--- src/design/spdec_regs.svh ---
// spdec_regs.svh: offsets, codes and timing counts for the step pulse decoder
// assumes: included by bare name; clock at 100 MHz
`ifndef SPDEC_REGS_SVH
`define SPDEC_REGS_SVH

`define SPDEC_CLK_MHZ 100
`define SPDEC_DIR_SETUP_NS 10000
`define SPDEC_DIR_SETUP_CYC ((`SPDEC_DIR_SETUP_NS * `SPDEC_CLK_MHZ + 999) / 1000)
`define SPDEC_RELEASE_GAP_NS 10000
`define SPDEC_RELEASE_GAP_CYC ((`SPDEC_RELEASE_GAP_NS * `SPDEC_CLK_MHZ + 999) / 1000)
`define SPDEC_PULSE_HI_CYC 16'h0005
`define SPDEC_PULSE_LO_CYC 16'h0005
`define SPDEC_ADDR_CTRL 4'h0
`define SPDEC_ADDR_STEP 4'h1
`define SPDEC_ADDR_STAT 4'h2
`define SPDEC_ADDR_CNT 4'h3
`define SPDEC_CTRL_MODE_BIT 0
`define SPDEC_CTRL_REL_BIT 1
`define SPDEC_STEP_DIR_BIT 0
`define SPDEC_STAT_BUSY_BIT 0

`endif

--- src/design/spdec_pkg.sv ---
// spdec_pkg.sv: types shared by both ends of the step pulse link
// assumes: nothing
package spdec_pkg;
    typedef enum logic {SPDEC_MODE_ONE = 1'b0, SPDEC_MODE_TWO = 1'b1} spdec_mode_e;
    typedef enum logic {SPDEC_DIR_CCW = 1'b0, SPDEC_DIR_CW = 1'b1} spdec_dir_e;
endpackage

--- src/design/spdec_if.sv ---
// spdec_if.sv: the isolated input lines between controller and driver
// assumes: a high level means the photocoupler conducts (on)
`timescale 1ns/1ns
`default_nettype none
interface spdec_if;
    logic step_pulse_in;
    logic dir_in;
    logic release_in;
    modport ctrl (output step_pulse_in, output dir_in, output release_in);
    modport drv (input step_pulse_in, input dir_in, input release_in);
endinterface
`default_nettype wire

--- src/design/spdec_ctrl.sv ---
// spdec_ctrl.sv: controller end, register port commands into isolated pulses
// assumes: software port with read data one cycle after read strobe
// assumes: the far end decodes the link lines as the mode bit sets them
//
// Decided for this implementation: the address map and the address-and-strobe port.
`timescale 1ns/1ns
`default_nettype none
`include "spdec_regs.svh"
module spdec_ctrl
    import spdec_pkg::*;
(
    input wire logic ref_clk_i,
    input wire logic arst_n_i,
    spdec_if.ctrl link,
    input wire logic [3:0] addr_i,
    input wire logic [15:0] wdata_i,
    input wire logic wr_i,
    input wire logic rd_i,
    output logic [15:0] rdata_o
);
    typedef enum logic [1:0] {
        SPDEC_ST_IDLE = 2'b00,
        SPDEC_ST_SETUP = 2'b01,
        SPDEC_ST_HIGH = 2'b10,
        SPDEC_ST_LOW = 2'b11
    } spdec_st_e;

    localparam logic [15:0] SETUP_CYC = 16'(`SPDEC_DIR_SETUP_CYC);
    localparam logic [15:0] GAP_CYC = 16'(`SPDEC_RELEASE_GAP_CYC);

    // ******************************
    // helpers
    // ******************************
    function automatic logic [15:0] spdec_dec_sat(input logic [15:0] v);
        spdec_dec_sat = (v == 16'h0000) ? 16'h0000 : v - 16'h0001;
    endfunction

    // ******************************
    // registers
    // ******************************
    spdec_st_e st_q, st_d;
    logic mode_q;
    logic rel_q;
    logic dir_q, dir_d;
    logic fwd_q, fwd_d;
    logic rev_q, rev_d;
    logic dir_line_q;
    logic [15:0] cnt_q, cnt_d;
    logic [15:0] gap_q;
    logic [15:0] steps_q;

    wire wr_ctrl_w = wr_i & (addr_i == `SPDEC_ADDR_CTRL);
    wire wr_step_w = wr_i & (addr_i == `SPDEC_ADDR_STEP);
    wire busy_w = (st_q != SPDEC_ST_IDLE);
    wire cw_req_w = wdata_i[`SPDEC_STEP_DIR_BIT];
    wire start_w = wr_step_w & ~busy_w & ~rel_q & (gap_q == 16'h0000);
    wire dir_chg_w = (cw_req_w != dir_q);
    wire dir_line_d = (mode_q == SPDEC_MODE_ONE) ? dir_d : rev_d;

    // ******************************
    // pulse sequencer
    // ******************************
    always_comb
    begin
        st_d = st_q;
        dir_d = dir_q;
        fwd_d = 1'b0;
        rev_d = 1'b0;
        cnt_d = spdec_dec_sat(cnt_q);
        unique case (st_q)
            SPDEC_ST_IDLE:
            begin
                if (start_w)
                begin
                    if (dir_chg_w)
                    begin
                        dir_d = cw_req_w;
                        cnt_d = SETUP_CYC;
                        st_d = SPDEC_ST_SETUP;
                    end
                    else
                    begin
                        dir_d = cw_req_w;
                        cnt_d = `SPDEC_PULSE_HI_CYC;
                        st_d = SPDEC_ST_HIGH;
                    end
                end
            end
            SPDEC_ST_SETUP:
            begin
                if (cnt_q == 16'h0000)
                begin
                    cnt_d = `SPDEC_PULSE_HI_CYC;
                    st_d = SPDEC_ST_HIGH;
                end
            end
            SPDEC_ST_HIGH:
            begin
                fwd_d = (mode_q == SPDEC_MODE_ONE) | dir_q;
                rev_d = (mode_q == SPDEC_MODE_TWO) & ~dir_q;
                if (cnt_q == 16'h0000)
                begin
                    fwd_d = 1'b0;
                    rev_d = 1'b0;
                    cnt_d = `SPDEC_PULSE_LO_CYC; // fall issues the step
                    st_d = SPDEC_ST_LOW;
                end
            end
            SPDEC_ST_LOW:
            begin
                if (cnt_q == 16'h0000)
                begin
                    st_d = SPDEC_ST_IDLE;
                end
            end
        endcase
    end

    always_ff @(posedge ref_clk_i or negedge arst_n_i)
    begin
        if (!arst_n_i)
        begin
            st_q <= SPDEC_ST_IDLE;
            cnt_q <= 16'h0000;
            dir_q <= 1'b0;
            fwd_q <= 1'b0;
            rev_q <= 1'b0;
            dir_line_q <= 1'b0;
        end
        else
        begin
            st_q <= st_d;
            cnt_q <= cnt_d;
            dir_q <= dir_d;
            fwd_q <= fwd_d;
            rev_q <= rev_d;
            dir_line_q <= dir_line_d;
        end
    end

    // ******************************
    // control, release gap, counter
    // ******************************
    always_ff @(posedge ref_clk_i or negedge arst_n_i)
    begin
        if (!arst_n_i)
        begin
            mode_q <= 1'b0;
            rel_q <= 1'b0;
            gap_q <= 16'h0000;
            steps_q <= 16'h0000;
        end
        else
        begin
            if (wr_ctrl_w)
            begin
                mode_q <= wdata_i[`SPDEC_CTRL_MODE_BIT];
                rel_q <= wdata_i[`SPDEC_CTRL_REL_BIT];
            end
            if (rel_q)
                gap_q <= GAP_CYC;
            else
                gap_q <= spdec_dec_sat(gap_q);
            if (st_q == SPDEC_ST_HIGH && st_d == SPDEC_ST_LOW)
                steps_q <= steps_q + 16'h0001;
        end
    end

    // ******************************
    // read port
    // ******************************
    wire [15:0] ctrl_rd_w = {14'h0000, rel_q, mode_q};
    wire [15:0] stat_rd_w = {15'h0000, busy_w | (gap_q != 16'h0000)};
    wire [15:0] rd_sel_w = (addr_i == `SPDEC_ADDR_CTRL) ? ctrl_rd_w :
                           (addr_i == `SPDEC_ADDR_STEP) ? {15'h0000, dir_q} :
                           (addr_i == `SPDEC_ADDR_STAT) ? stat_rd_w :
                           (addr_i == `SPDEC_ADDR_CNT) ? steps_q : 16'h0000;

    always_ff @(posedge ref_clk_i or negedge arst_n_i)
    begin
        if (!arst_n_i)
            rdata_o <= 16'h0000;
        else
            rdata_o <= rd_i ? rd_sel_w : 16'h0000;
    end

    // ******************************
    // link outputs
    // ******************************
    assign link.step_pulse_in = fwd_q;
    assign link.dir_in = dir_line_q;
    assign link.release_in = rel_q;
endmodule
`default_nettype wire

--- src/flat_wrapper.sv ---
// flat-port wrapper written by rule: the top's interface ports become plain ports
module spdec_ctrl_flat import spdec_pkg::*;
  (ref_clk_i, arst_n_i, addr_i, wdata_i, wr_i, rd_i, rdata_o, link_step_pulse_in, link_dir_in, link_release_in);
  spdec_if link_i ();
  input wire logic ref_clk_i;
  input wire logic arst_n_i;
  input wire logic [3:0] addr_i;
  input wire logic [15:0] wdata_i;
  input wire logic wr_i;
  input wire logic rd_i;
  output logic [15:0] rdata_o;
  output wire logic [$bits(link_i.step_pulse_in)-1:0] link_step_pulse_in;
  output wire logic [$bits(link_i.dir_in)-1:0] link_dir_in;
  output wire logic [$bits(link_i.release_in)-1:0] link_release_in;
  assign link_step_pulse_in = link_i.step_pulse_in;
  assign link_dir_in = link_i.dir_in;
  assign link_release_in = link_i.release_in;
  spdec_ctrl u_core (.ref_clk_i(ref_clk_i), .arst_n_i(arst_n_i), .link(link_i), .addr_i(addr_i), .wdata_i(wdata_i), .wr_i(wr_i), .rd_i(rd_i), .rdata_o(rdata_o));
endmodule
--- config.mk ---
export PLATFORM = sky130hd
export DESIGN_NAME = spdec_ctrl_flat
export DESIGN_NICKNAME = d
export VERILOG_FILES = /design/src/design/spdec_pkg.sv /design/src/design/spdec_if.sv /design/src/design/spdec_ctrl.sv /design/src/flat_wrapper.sv
export VERILOG_INCLUDE_DIRS = /design/src /design/src/design
export SDC_FILE = /design/constraint.sdc
export NUM_CORES = 1
export LEC_CHECK = 0
export BUFFER_PORTS_ARGS = -buffer_cell sky130_fd_sc_hd__buf_2
export CORE_ASPECT_RATIO = 1.75
export CORE_MARGIN = 3
export CORE_UTILIZATION = 40
export CTS_CLUSTER_SIZE = 30
export DETAILED_ROUTE_END_ITERATION = 8
export GPL_TIMING_DRIVEN = 0
export PLACE_DENSITY = 0.7
export SLEW_MARGIN = 20
export SYNTH_ARGS = -nofsm -noshare
export SYNTH_HDL_FRONTEND = slang
export SYNTH_SLANG_ARGS = --single-unit
export TNS_END_PERCENT = 20
--- constraint.sdc ---
create_clock -name ref_clk_i -period 2.42 [get_ports ref_clk_i]
set_input_delay 0.363 -clock ref_clk_i [delete_from_list [all_inputs] [get_ports ref_clk_i]]
set_output_delay 0.363 -clock ref_clk_i [all_outputs]
set_load 0.01 [all_outputs]
# Yosys cells after proc, flatten, opt, wreduce, memory -nomap -nowiden

Index checks and enable logic that the tools add are counted.

Bitwise operators: 12
Muxes and demuxes: 25
Equality and inequality tests: 8
$add $sub $neg: 3
Reductions and logical operators: 8

Operator list:

| kind                  | count |
|---|---|
| $mux 16               | 10 |
| $logic_not 16->1      | 2 |
| $pmux 16 s2           | 1 |
| $sub 16x1->16 const B | 2 |
| $add 16x1->16 const B | 1 |
| $reduce_bool 16->1    | 1 |
| $mux 10               | 1 |
| $mux 2                | 5 |
| $eq 4x2->1 const B    | 2 |
| $pmux 2 s4            | 1 |
| $mux 1                | 7 |
| $and 1x1->1           | 6 |
| $eq 2x2->1 const B    | 3 |
| $eq 4x1->1 const B    | 1 |
| $logic_not 4->1       | 1 |
| $not 1->1             | 4 |
| $eq 2x1->1 const B    | 1 |
| $logic_not 2->1       | 1 |
| $or 1x1->1            | 2 |
| $reduce_bool 2->1     | 1 |
| $reduce_or 2->1       | 1 |
| $logic_and 1x1->1     | 1 |
| $ne 1x1->1            | 1 |

Bits of input ports: 24
Flip-flop bits (word level): 71
Logic and storage cells: 66

# Logic depth before layout (Yosys ltp)

Gate-level depths: netlist of the first run.

Depth in word-level cells: 9
Depth in mapped cells: 10
Gate-level depth less buffers: 8

# Worst setup path before layout of the first run

No wires, ideal clock.

Path kind: reg2reg
From: register u_core.gap_q[0]
To: register u_core.steps_q[1]
Library setup time: 127 ps
Stages on the path, launching flop included: 9
Data required time: 2293 ps
Slack: 234 ps
Path buffers: 0
Arrival time: 2059 ps
Cells stage by stage: dfrtp_1 -> inv_1 -> ha_1 -> nor3b_1 -> nand4_1 -> o31a_1 -> a211oi_4 -> nand2_2 -> mux2_1

Longest elaborated chain between the ends: 6

RTL lines:

| item                   | line              | RTL |
|---|---|---|
| start, declared        | spdec_ctrl.sv:49  | `logic [15:0] gap_q;` |
| start signal, assigned | spdec_ctrl.sv:163 | `gap_q <= spdec_dec_sat(gap_q);` |
| $logic_not 16->1       | spdec_ctrl.sv:56  | `wire start_w = wr_step_w & ~busy_w & ~rel_q & (gap_q == 16'h0000);` |
| $and 1x1->1            | spdec_ctrl.sv:56  |  |
| $mux 2                 | spdec_ctrl.sv:73  | `if (start_w)` |
| $pmux 2 s4             | spdec_ctrl.sv:70  | `unique case (st_q)` |
| $eq 2x2->1             | spdec_ctrl.sv:164 | `if (st_q == SPDEC_ST_HIGH && st_d == SPDEC_ST_LOW)` |
| $logic_and 1x1->1      | spdec_ctrl.sv:164 |  |
| end signal, assigned   | spdec_ctrl.sv:165 | `steps_q <= steps_q + 16'h0001;` |
| end, declared          | spdec_ctrl.sv:50  | `logic [15:0] steps_q;` |

Every way passes these cells.
A chain may end at the register's enable or synchronous reset.

# Worst setup path in the final report of the first run

From: register u_core.gap_q[7]
To: register u_core.steps_q[13]

Same word-level chain as after synthesis.

==> results of run 1 <==
layout make-up:
type	instances	area share [%]
Sequential cell	71	41.23
Multi-Input combinational cell	247	40.13
Timing Repair Buffer	38	5.662
Clock buffer	10	5.546
Tap cell	115	3.339
Clock inverter	6	2.700
Inverter	9	0.7840
Buffer	4	0.6098
per-layer routing:
metal / vias to the layer above / routed length, microns
met1: 1276 / 2863
met4: 0 / 205
met3: 15 / 187
met5: - / 0
met2: 33 / 4000
li1: 1224 / -
how the worst max path moves through the flow:
| stage | to | from | cells after the start | slack, ns |
|---|---|---|---|---|
| 5_1_grt | u_core.steps_q[13]$_DFFE_PN0P_ | u_core.gap_q[0]$_DFF_PN0_ | 11 | -0.09 |
| 4_1_cts | u_core.steps_q[1]$_DFFE_PN0P_ | u_core.st_q[1]$_DFF_PN0_ | 8 | -0.04 |
| 3_5_place_dp | u_core.steps_q[13]$_DFFE_PN0P_ | addr_i[1] | 8 | -0.16 |
| 3_3_place_gp | u_core.steps_q[13]$_DFFE_PN0P_ | addr_i[1] | 8 | -0.15 |
| 6_report | u_core.steps_q[13]$_DFFE_PN0P_ | u_core.gap_q[7]$_DFF_PN0_ | 8 | 0.07 |
| 2_1_floorplan | u_core.steps_q[1]$_DFFE_PN0P_ | u_core.gap_q[0]$_DFF_PN0_ | 8 | 0.23 |
power by group through the flow:
stage	clock (mW)	combinational [mW]	sequential, mW
final	1.56	0.294	1.32
after global routing	1.62	0.336	1.33
after CTS	1.57	0.250	1.31
after detailed placement	0	0.247	1.33
after global placement	0	0.235	1.33
after floorplan	0	0.169	1.32
flip-flops by register name, summed over array words and instances (netlist names):
register,count
u_core.link.dir_in,1
u_core.mode_q,1
u_core.steps_q,16
u_core.cnt_q,16
u_core.st_q,2
u_core.rdata_o,16
u_core.link.step_pulse_in,1
u_core.dir_q,1
u_core.gap_q,16
u_core.link.release_in,1
metrics by stage:
step | setup TNS [ns] | worst slack [ns]
after floorplan | 0 | 0.2336
after global placement | -1.461 | -0.1527
after detailed placement | -1.864 | -0.1608
after CTS | -0.05742 | -0.03608
after global routing | -0.4645 | -0.09491
final | 0 | 0.07263
cells in the final DEF, fill, tap and decap left out, types with 9 or more instances in the layout:
cell type / count
a21oi_1: 9
and2_1: 15
and3_1: 11
buf_2: 27
clkbuf_16: 9
dfrtp_1: 71
nand2_1: 35
nand3_1: 11
nor2_1: 38
xnor2_1: 28
xor2_1: 12
repair_timing:
| item | 4_1_cts | 5_1_grt |
|---|---|---|
| hold endpoints to repair | 27 | 0 |
| resized for setup | 3 | 27 |
| hold buffers | 1 | 0 |
| setup endpoints to repair | 24 | 44 |
| pin swaps | 1 | 8 |
| setup buffers | 1 | 6 |
| gates cloned | 0 | 1 |
synthesized netlist by cell type, drive strengths merged, types with 2 or more instances:
| master | count | share of area, % |
|---|---|---|
| nand2b | 3 | 0.55 |
| nand4 | 6 | 1.1 |
| nor3 | 11 | 1.7 |
| nand3 | 15 | 2.3 |
| nor2 | 38 | 4.1 |
| o31a | 2 | 0.51 |
| nor4 | 6 | 1.5 |
| nor4b | 2 | 0.69 |
| xor2 | 12 | 3.1 |
| nor2b | 3 | 0.55 |
| or4 | 2 | 0.44 |
| or3 | 4 | 0.73 |
| ha | 8 | 2.9 |
| dfrtp | 71 | 52 |
| mux2 | 3 | 0.98 |
| a21o | 3 | 0.65 |
| clkbuf | 4 | 0.44 |
| a21boi | 2 | 0.44 |
| and2 | 15 | 2.7 |
| inv | 9 | 0.98 |
| and3 | 11 | 2.0 |
| o21bai | 5 | 1.1 |
| xnor2 | 29 | 7.4 |
| o21ai | 5 | 0.73 |
| a21oi | 9 | 1.3 |
| nor3b | 3 | 0.80 |
| or2 | 3 | 0.55 |
| nand2 | 36 | 4.0 |
| buf | 2 | 0.55 |
kinds of logic after synthesis:
kind of cell / synth area share, %
AND/OR/NAND/NOR: 24.59
AO/OA/AOI/OAI: 6.512
buffers and inverters: 1.964
adder cells (fa/ha/maj): 2.910
flip-flops: 51.66
multiplexers: 1.928
XOR/XNOR: 10.44
==> implementation parameters, run 1 <==
Parameter                              Value

Outcome
  Status    finished clean

Cells and area
  Fin cells    500
  Final-stage net count    412
  Area occupied by registers    0.001777 sq mm
  Final core utilization    51.84%
  Number of inserted diodes    0
  # fillers    739
  Area of the multi-input gates    0.001729 sq mm
  Proportion of layout cells with a drive suffix above 1    22.08%
  Final Instance Area    0.004309 sq mm
  Synthesis-to-finish area growth    25.28%

Power and ir drop
  Share of total power consumed by net switching    23.42%
  Final Power    3.171 mW
  Pwr per Cell Area    735.8 mW/mm^2
  Clk pwr share    49.1%
  Proportion of power drawn by combinational gates    9.3%
  Internal power    2.428 mW
  Net switching power    0.7427 mW
  Portion of total power attributed to sequential cells    41.6%
  Max IR drop VDD    0.4648 mV
  Leakage power    1.927 nW

Floorplan
  Overall die height    128.7 microns
  Die footprint    0.009791 sq mm
  IO Count    43
  Number of core rows    44
  Core footprint    0.008313 sq mm
  Effective utilization at floorplan    41.38%
  Width of the chip    76.10 microns

Synth
  Most used flip-flop cell after synthesis    dfrtp_1
  Post-synth design cell area    0.003440 sq mm
  Net Count, Synth    365
  Cells after synthesis    333
  Synthesized area divided by synthesized cell count    10.33 sq um
  Sequential-to-total area share from yosys stat    51.66%
  Number of distinct library cells after synthesis    48
  Yosys reg bits    71
  Yosys warning count    0
  Number of flops mapped to enable cells by yosys    0
  Asr flop ratio synth    100.0%

Setup path
  Kind of cell adding the most delay to the critical path    compound AO/OA/AOI/OAI gates
  Highest fanout seen on the critical path    8
  RR Endpoint    u_core.steps_q[13]$_DFFE_PN0P_
  CP max-delay cell    dfrtp_1
  Critical Path, Cell by Cell    nor4_4 -> nand3_4 -> o31a_1 -> a211oi_4 -> buf_4 -> buf_6 -> nand4_1 -> xnor2_1
  Type of origin of the critical path    flip-flop
  Worst Setup End Kind    flip-flop
  Slowest cell delay on critical path    0.44 ns
  Worst endpoint data arrival time    2.57 ns
  Worst R2R Start    u_core.gap_q[7]$_DFF_PN0_
  Worst reg2reg setup slack    0.07 ns
  Length in cells of the worst reg-to-reg path    8
  Type of the worst setup path    reg2reg
  Critical path required time    2.64 ns
  Crit path buffers/inverters    2

Timing
  Max Freq    0.4260 GHz
  Number of setup violations in the final report    0
  Slew headroom    61.51%
  Min Tclk post-route    2.347 ns
  Setup skew after layout    0.005973 ns
  Unrepaired setup endpoints after global routing    true
  Final Hold Fails    0
  Pins Over Slew Limit    0
  Post-Route Hold Slack    0.2715 ns
  Transition time of the tightest slew-check pin    0.5774 ns
  Final Cycle Share    97.00%

Place
  Number of buffers added on ports    28
  Count of placed standard cells including taps    477
  Post-place instance area    0.003746 sq mm
  Weighted congestion reported at the end of routability-driven placement    0.8564
  Detailed placer's ending HPWL    5012 microns

Clocking
  Number of H-tree levels    3
  Bufs on Longest Clock Path    2
  Worst-skew pair later-pin latency    0.34 ns
  Clk Tree Root Cell    clkbuf_16
  Clock Pin Slew Worst Setup and Hold Paths    0.06 ns
  Num CTS Buffers    9
  CTS tree    built
  Total clock sinks    71

Global routing
  Met2 global-route usage    28.92%
  Met1 global-route usage    16.77%
  GRT busiest layer    met2
  Number of global-route vias before repair    2673
  Wire length of the first global-routing pass    12220 microns
  Maximum number of pins on one net before global-route repair    45
  M3 GR Usage    3.221%
  Aggregate global-route resource usage    15.68%
  Antenna violations before repair    0
  Sum of overflow across all layers after global routing    0

Routing
  WL/cell    14.51 microns
  Iteration-0 DRC count of the detailed router    140
  Remaining antenna violation count after routing    0
  Via count of the routed design    2548
  Aggregate routed wire length    7256 microns
  DRC violation count after routing    0
  Post-detailed-route via-to-cell ratio    5.096
  Number of detailed-route iterations in the first pass    4

Job
  Max-cap check violation count    0

Min path
  Launch instance of the worst min-delay path    wdata_i[1]
  Min-delay worst type    in2reg
  Worst hold stages    2
  Worst hold path endpoint    u_core.link.release_in$_DFFE_PN0P_
No activity file was read; power rests on OpenSTA's default activity.
==> run 2: changes to the inputs <==
--- a/config.mk
+++ b/config.mk
@@ -7,7 +7,6 @@
 export NUM_CORES = 1
 export LEC_CHECK = 0
 export BUFFER_PORTS_ARGS = -buffer_cell sky130_fd_sc_hd__buf_2
-export CORE_ASPECT_RATIO = 1.75
 export CORE_MARGIN = 3
 export CORE_UTILIZATION = 40
 export CTS_CLUSTER_SIZE = 30
==> run 2 against run 1 <==
  * First-iteration DRC count is 6.4% higher
  * Combinational power is 3% higher
  * Cell area is 3.8% lower
  * Global-route usage is 0.90 points lower
  * Critical path depth is 1 higher
  * Total power is 16% lower
  * Flip-flop and latch count stayed put
  * Critical path type unchanged
  * Critical endpoint is now u_core.steps_q[1]$_DFFE_PN0P_
  * Largest power group is now sequential cells
  * Highest routed layer unchanged
==> implementation parameters, run 2 (synthesis results as in run 1) <==
Parameter                              Value

Routing
  Iteration-0 DRC count of the detailed router    149 (+6.4%)
  Via count of the routed design    2544 (-0.16%)
  Detailed-routing wirelength on met1    3104 microns (+8.4%)
  Aggregate routed wire length    6854 microns (-5.5%)
  WL/cell    13.93 microns (-4.0%)
  DRC violation count after routing    0 (unchanged)
  Remaining antenna violation count after routing    0 (unchanged)
  Total met2 wirelength after detailed routing    3415 microns (-15%)
  Amount of wire on met3 after detailed routing    203 microns (+8.6%)
  Post-detailed-route via-to-cell ratio    5.171 (+1.5%)
  Number of detailed-route iterations in the first pass    4 (unchanged)
  Uppermost layer routed    met4

Setup path
  RR Endpoint    u_core.steps_q[1]$_DFFE_PN0P_
  Worst Setup End Kind    flip-flop
  Critical path required time    2.64 ns (about the same)
  Slowest cell delay on critical path    0.42 ns (-0.02 ns)
  Crit path buffers/inverters    2 (unchanged)
  Highest fanout seen on the critical path    4 (-4)
  CP max-delay cell    dfrtp_1
  Kind of cell adding the most delay to the critical path    simple AND/OR/NAND/NOR gates
  Worst R2R Start    u_core.gap_q[0]$_DFF_PN0_
  Worst setup startpoint    u_core.gap_q[0]$_DFF_PN0_
  Worst reg2reg setup slack    0.08 ns (about the same)
  Worst endpoint data arrival time    2.57 ns (about the same)
  Length in cells of the worst reg-to-reg path    9 (+1)
  Type of the worst setup path    reg2reg
  Critical Path, Cell by Cell    inv_2 -> ha_4 -> nor3b_4 -> nand4_1 -> buf_4 -> or3_4 -> a21o_2 -> nand2_2 -> mux2_1
  Type of origin of the critical path    flip-flop

Place
  Detailed placer's ending HPWL    4656 microns (-7.1%)
  Post-place setup slack    -0.1348 ns (+0.02599 ns)
  Weighted congestion reported at the end of routability-driven placement    0.8014 (-6.4%)
  Post-place instance area    0.003734 sq mm (-0.33%)
  Number of buffers added on ports    28 (unchanged)

Floorplan
  Effective utilization at floorplan    41.44% (+0.069 points)
  IO Count    43 (unchanged)
  Core footprint    0.008299 sq mm (-0.17%)
  Overall die height    98.73 microns (-23%)
  Die footprint    0.009748 sq mm (-0.44%)
  Number of core rows    33 (-25%)
  Width of the chip    98.73 microns (+30%)

Job
  Max-cap check violation count    0 (unchanged)

Power and ir drop
  Leakage power    1.867 nW (-3.1%)
  Pwr per Cell Area    641.8 mW/mm^2 (-13%)
  Max IR drop VDD    0.3203 mV (-31%)

Global routing
  Wire length of the first global-routing pass    11990 microns (-1.9%)
  Maximum number of pins on one net before global-route repair    39 (-13%)
  Number of global-route vias before repair    2619 (-2.0%)
  Aggregate global-route resource usage    14.78% (-0.90 points)
  Antenna violations before repair    0 (unchanged)
  Sum of overflow across all layers after global routing    0 (unchanged)

Clocking
  Number of H-tree levels    3 (unchanged)
  Clock Pin Slew Worst Setup and Hold Paths    0.08 ns (+0.02 ns)
  CTS tree    built
  Worst-skew pair later-pin latency    0.35 ns (about the same)
  Total clock sinks    71 (unchanged)
  Num CTS Buffers    9 (unchanged)
  Clk Tree Root Cell    clkbuf_8
  Bufs on Longest Clock Path    2 (unchanged)

Cells and area
  Proportion of layout cells with a drive suffix above 1    21.71% (-0.37 points)
  Most frequent cells in the layout    dfrtp_1 (71), nor2_1 (38), nand2_1 (35), xnor2_1 (29), buf_2 (27)
  # fillers    746 (+0.95%)
  Synthesis-to-finish area growth    20.55%
  Final Instance Area    0.004146 sq mm (-3.8%)
  Leading cell type in the layout, fill and taps excluded    dfrtp_1
  Number of inserted diodes    0 (unchanged)
  Final-stage net count    415 (+0.73%)
  Final core utilization    49.96% (-1.9 points)

Min path
  Worst hold path endpoint    u_core.link.release_in$_DFFE_PN0P_
  Worst hold stages    2 (unchanged)
  Min-delay worst type    in2reg
  Launch instance of the worst min-delay path    wdata_i[1]

Timing
  Final Hold Fails    0 (unchanged)
  Slew headroom    63.45% (+1.9 points)
  Setup skew after layout    0.009771 ns (+0.003799 ns)
  Number of setup violations in the final report    0 (unchanged)
  Pins Over Slew Limit    0 (unchanged)
  Unrepaired setup endpoints after global routing    true
  Max Freq    0.4268 GHz (+0.18%)
  Transition time of the tightest slew-check pin    0.5482 ns (-0.02918 ns)
  Final Cycle Share    96.82% (-0.18 points)
  Min Tclk post-route    2.343 ns (-0.004276 ns)
  Minimum setup slack in the final design    0.07691 ns (+0.004276 ns)

Outcome
  Status    finished clean
-- run 2: layer usage --
| metal | global-route usage (%) | up-vias |
|---|---|---|
| li1 | - | 1234 |
| met1 | 18.87 | 1251 |
| met2 | 24.91 | 46 |
| met3 | 3.185 | 13 |
| met4 | 5.147 | 0 |
| met5 | 0 | - |
-- run 2: repair_timing --
item	in CTS	in global routing
endpoints found under the hold margin	33	0
setup buffers	1	9
hold buffers	1	0
endpoints found under the setup margin	22	37
gates resized for setup	6	18
pin swaps	2	10
cloned	0	1
-- run 2: worst max path at each step --
| stage | to | cells past startpoint |
|---|---|---|
| floorplan | u_core.steps_q[1]$_DFFE_PN0P_ | 8 |
| global placement | u_core.steps_q[11]$_DFFE_PN0P_ | 9 |
| detailed placement | u_core.steps_q[13]$_DFFE_PN0P_ | 10 |
| CTS | u_core.st_q[1]$_DFF_PN0_ | 6 |
| global route | u_core.steps_q[10]$_DFFE_PN0P_ | 9 |
| finish | u_core.steps_q[1]$_DFFE_PN0P_ | 9 |
-- run 2: cell type report --
| class | instances | area (sq um) | area share (%) |
|---|---|---|---|
| Buffer | 4 | 26.28 | 0.6337 |
| Clock buffer | 10 | 137.6 | 3.319 |
| Clock inverter | 5 | 82.58 | 1.992 |
| Inverter | 9 | 33.78 | 0.8147 |
| Multi-Input combinational cell | 247 | 1695 | 40.89 |
| Sequential cell | 71 | 1777 | 42.85 |
| Tap cell | 105 | 131.4 | 3.168 |
| Timing Repair Buffer | 41 | 262.8 | 6.337 |
-- run 2: metrics by stage --
step / power (mW) / TNS (ns) / std cells / hold WS [ns]
final: 2.661 / 0 / 492 / 0.2596
after global routing: 2.791 / -0.2296 / 492 / 0.2508
after CTS: 2.628 / 0 / 483 / 0.2495
after detailed placement: 1.578 / -1.595 / 467 / 0.3409
after floorplan: 1.485 / 0 / 333 / 0.06741
after global placement: 1.559 / -1.025 / 466 / 0.4553
-- run 2: power breakdown --
part           switching (mW)  leakage [nW]  internal (mW)
combinational           0.156         0.880          0.146
sequential             0.0747         0.886           1.24
clock                   0.440         0.101          0.602
total                   0.670          1.87           1.99
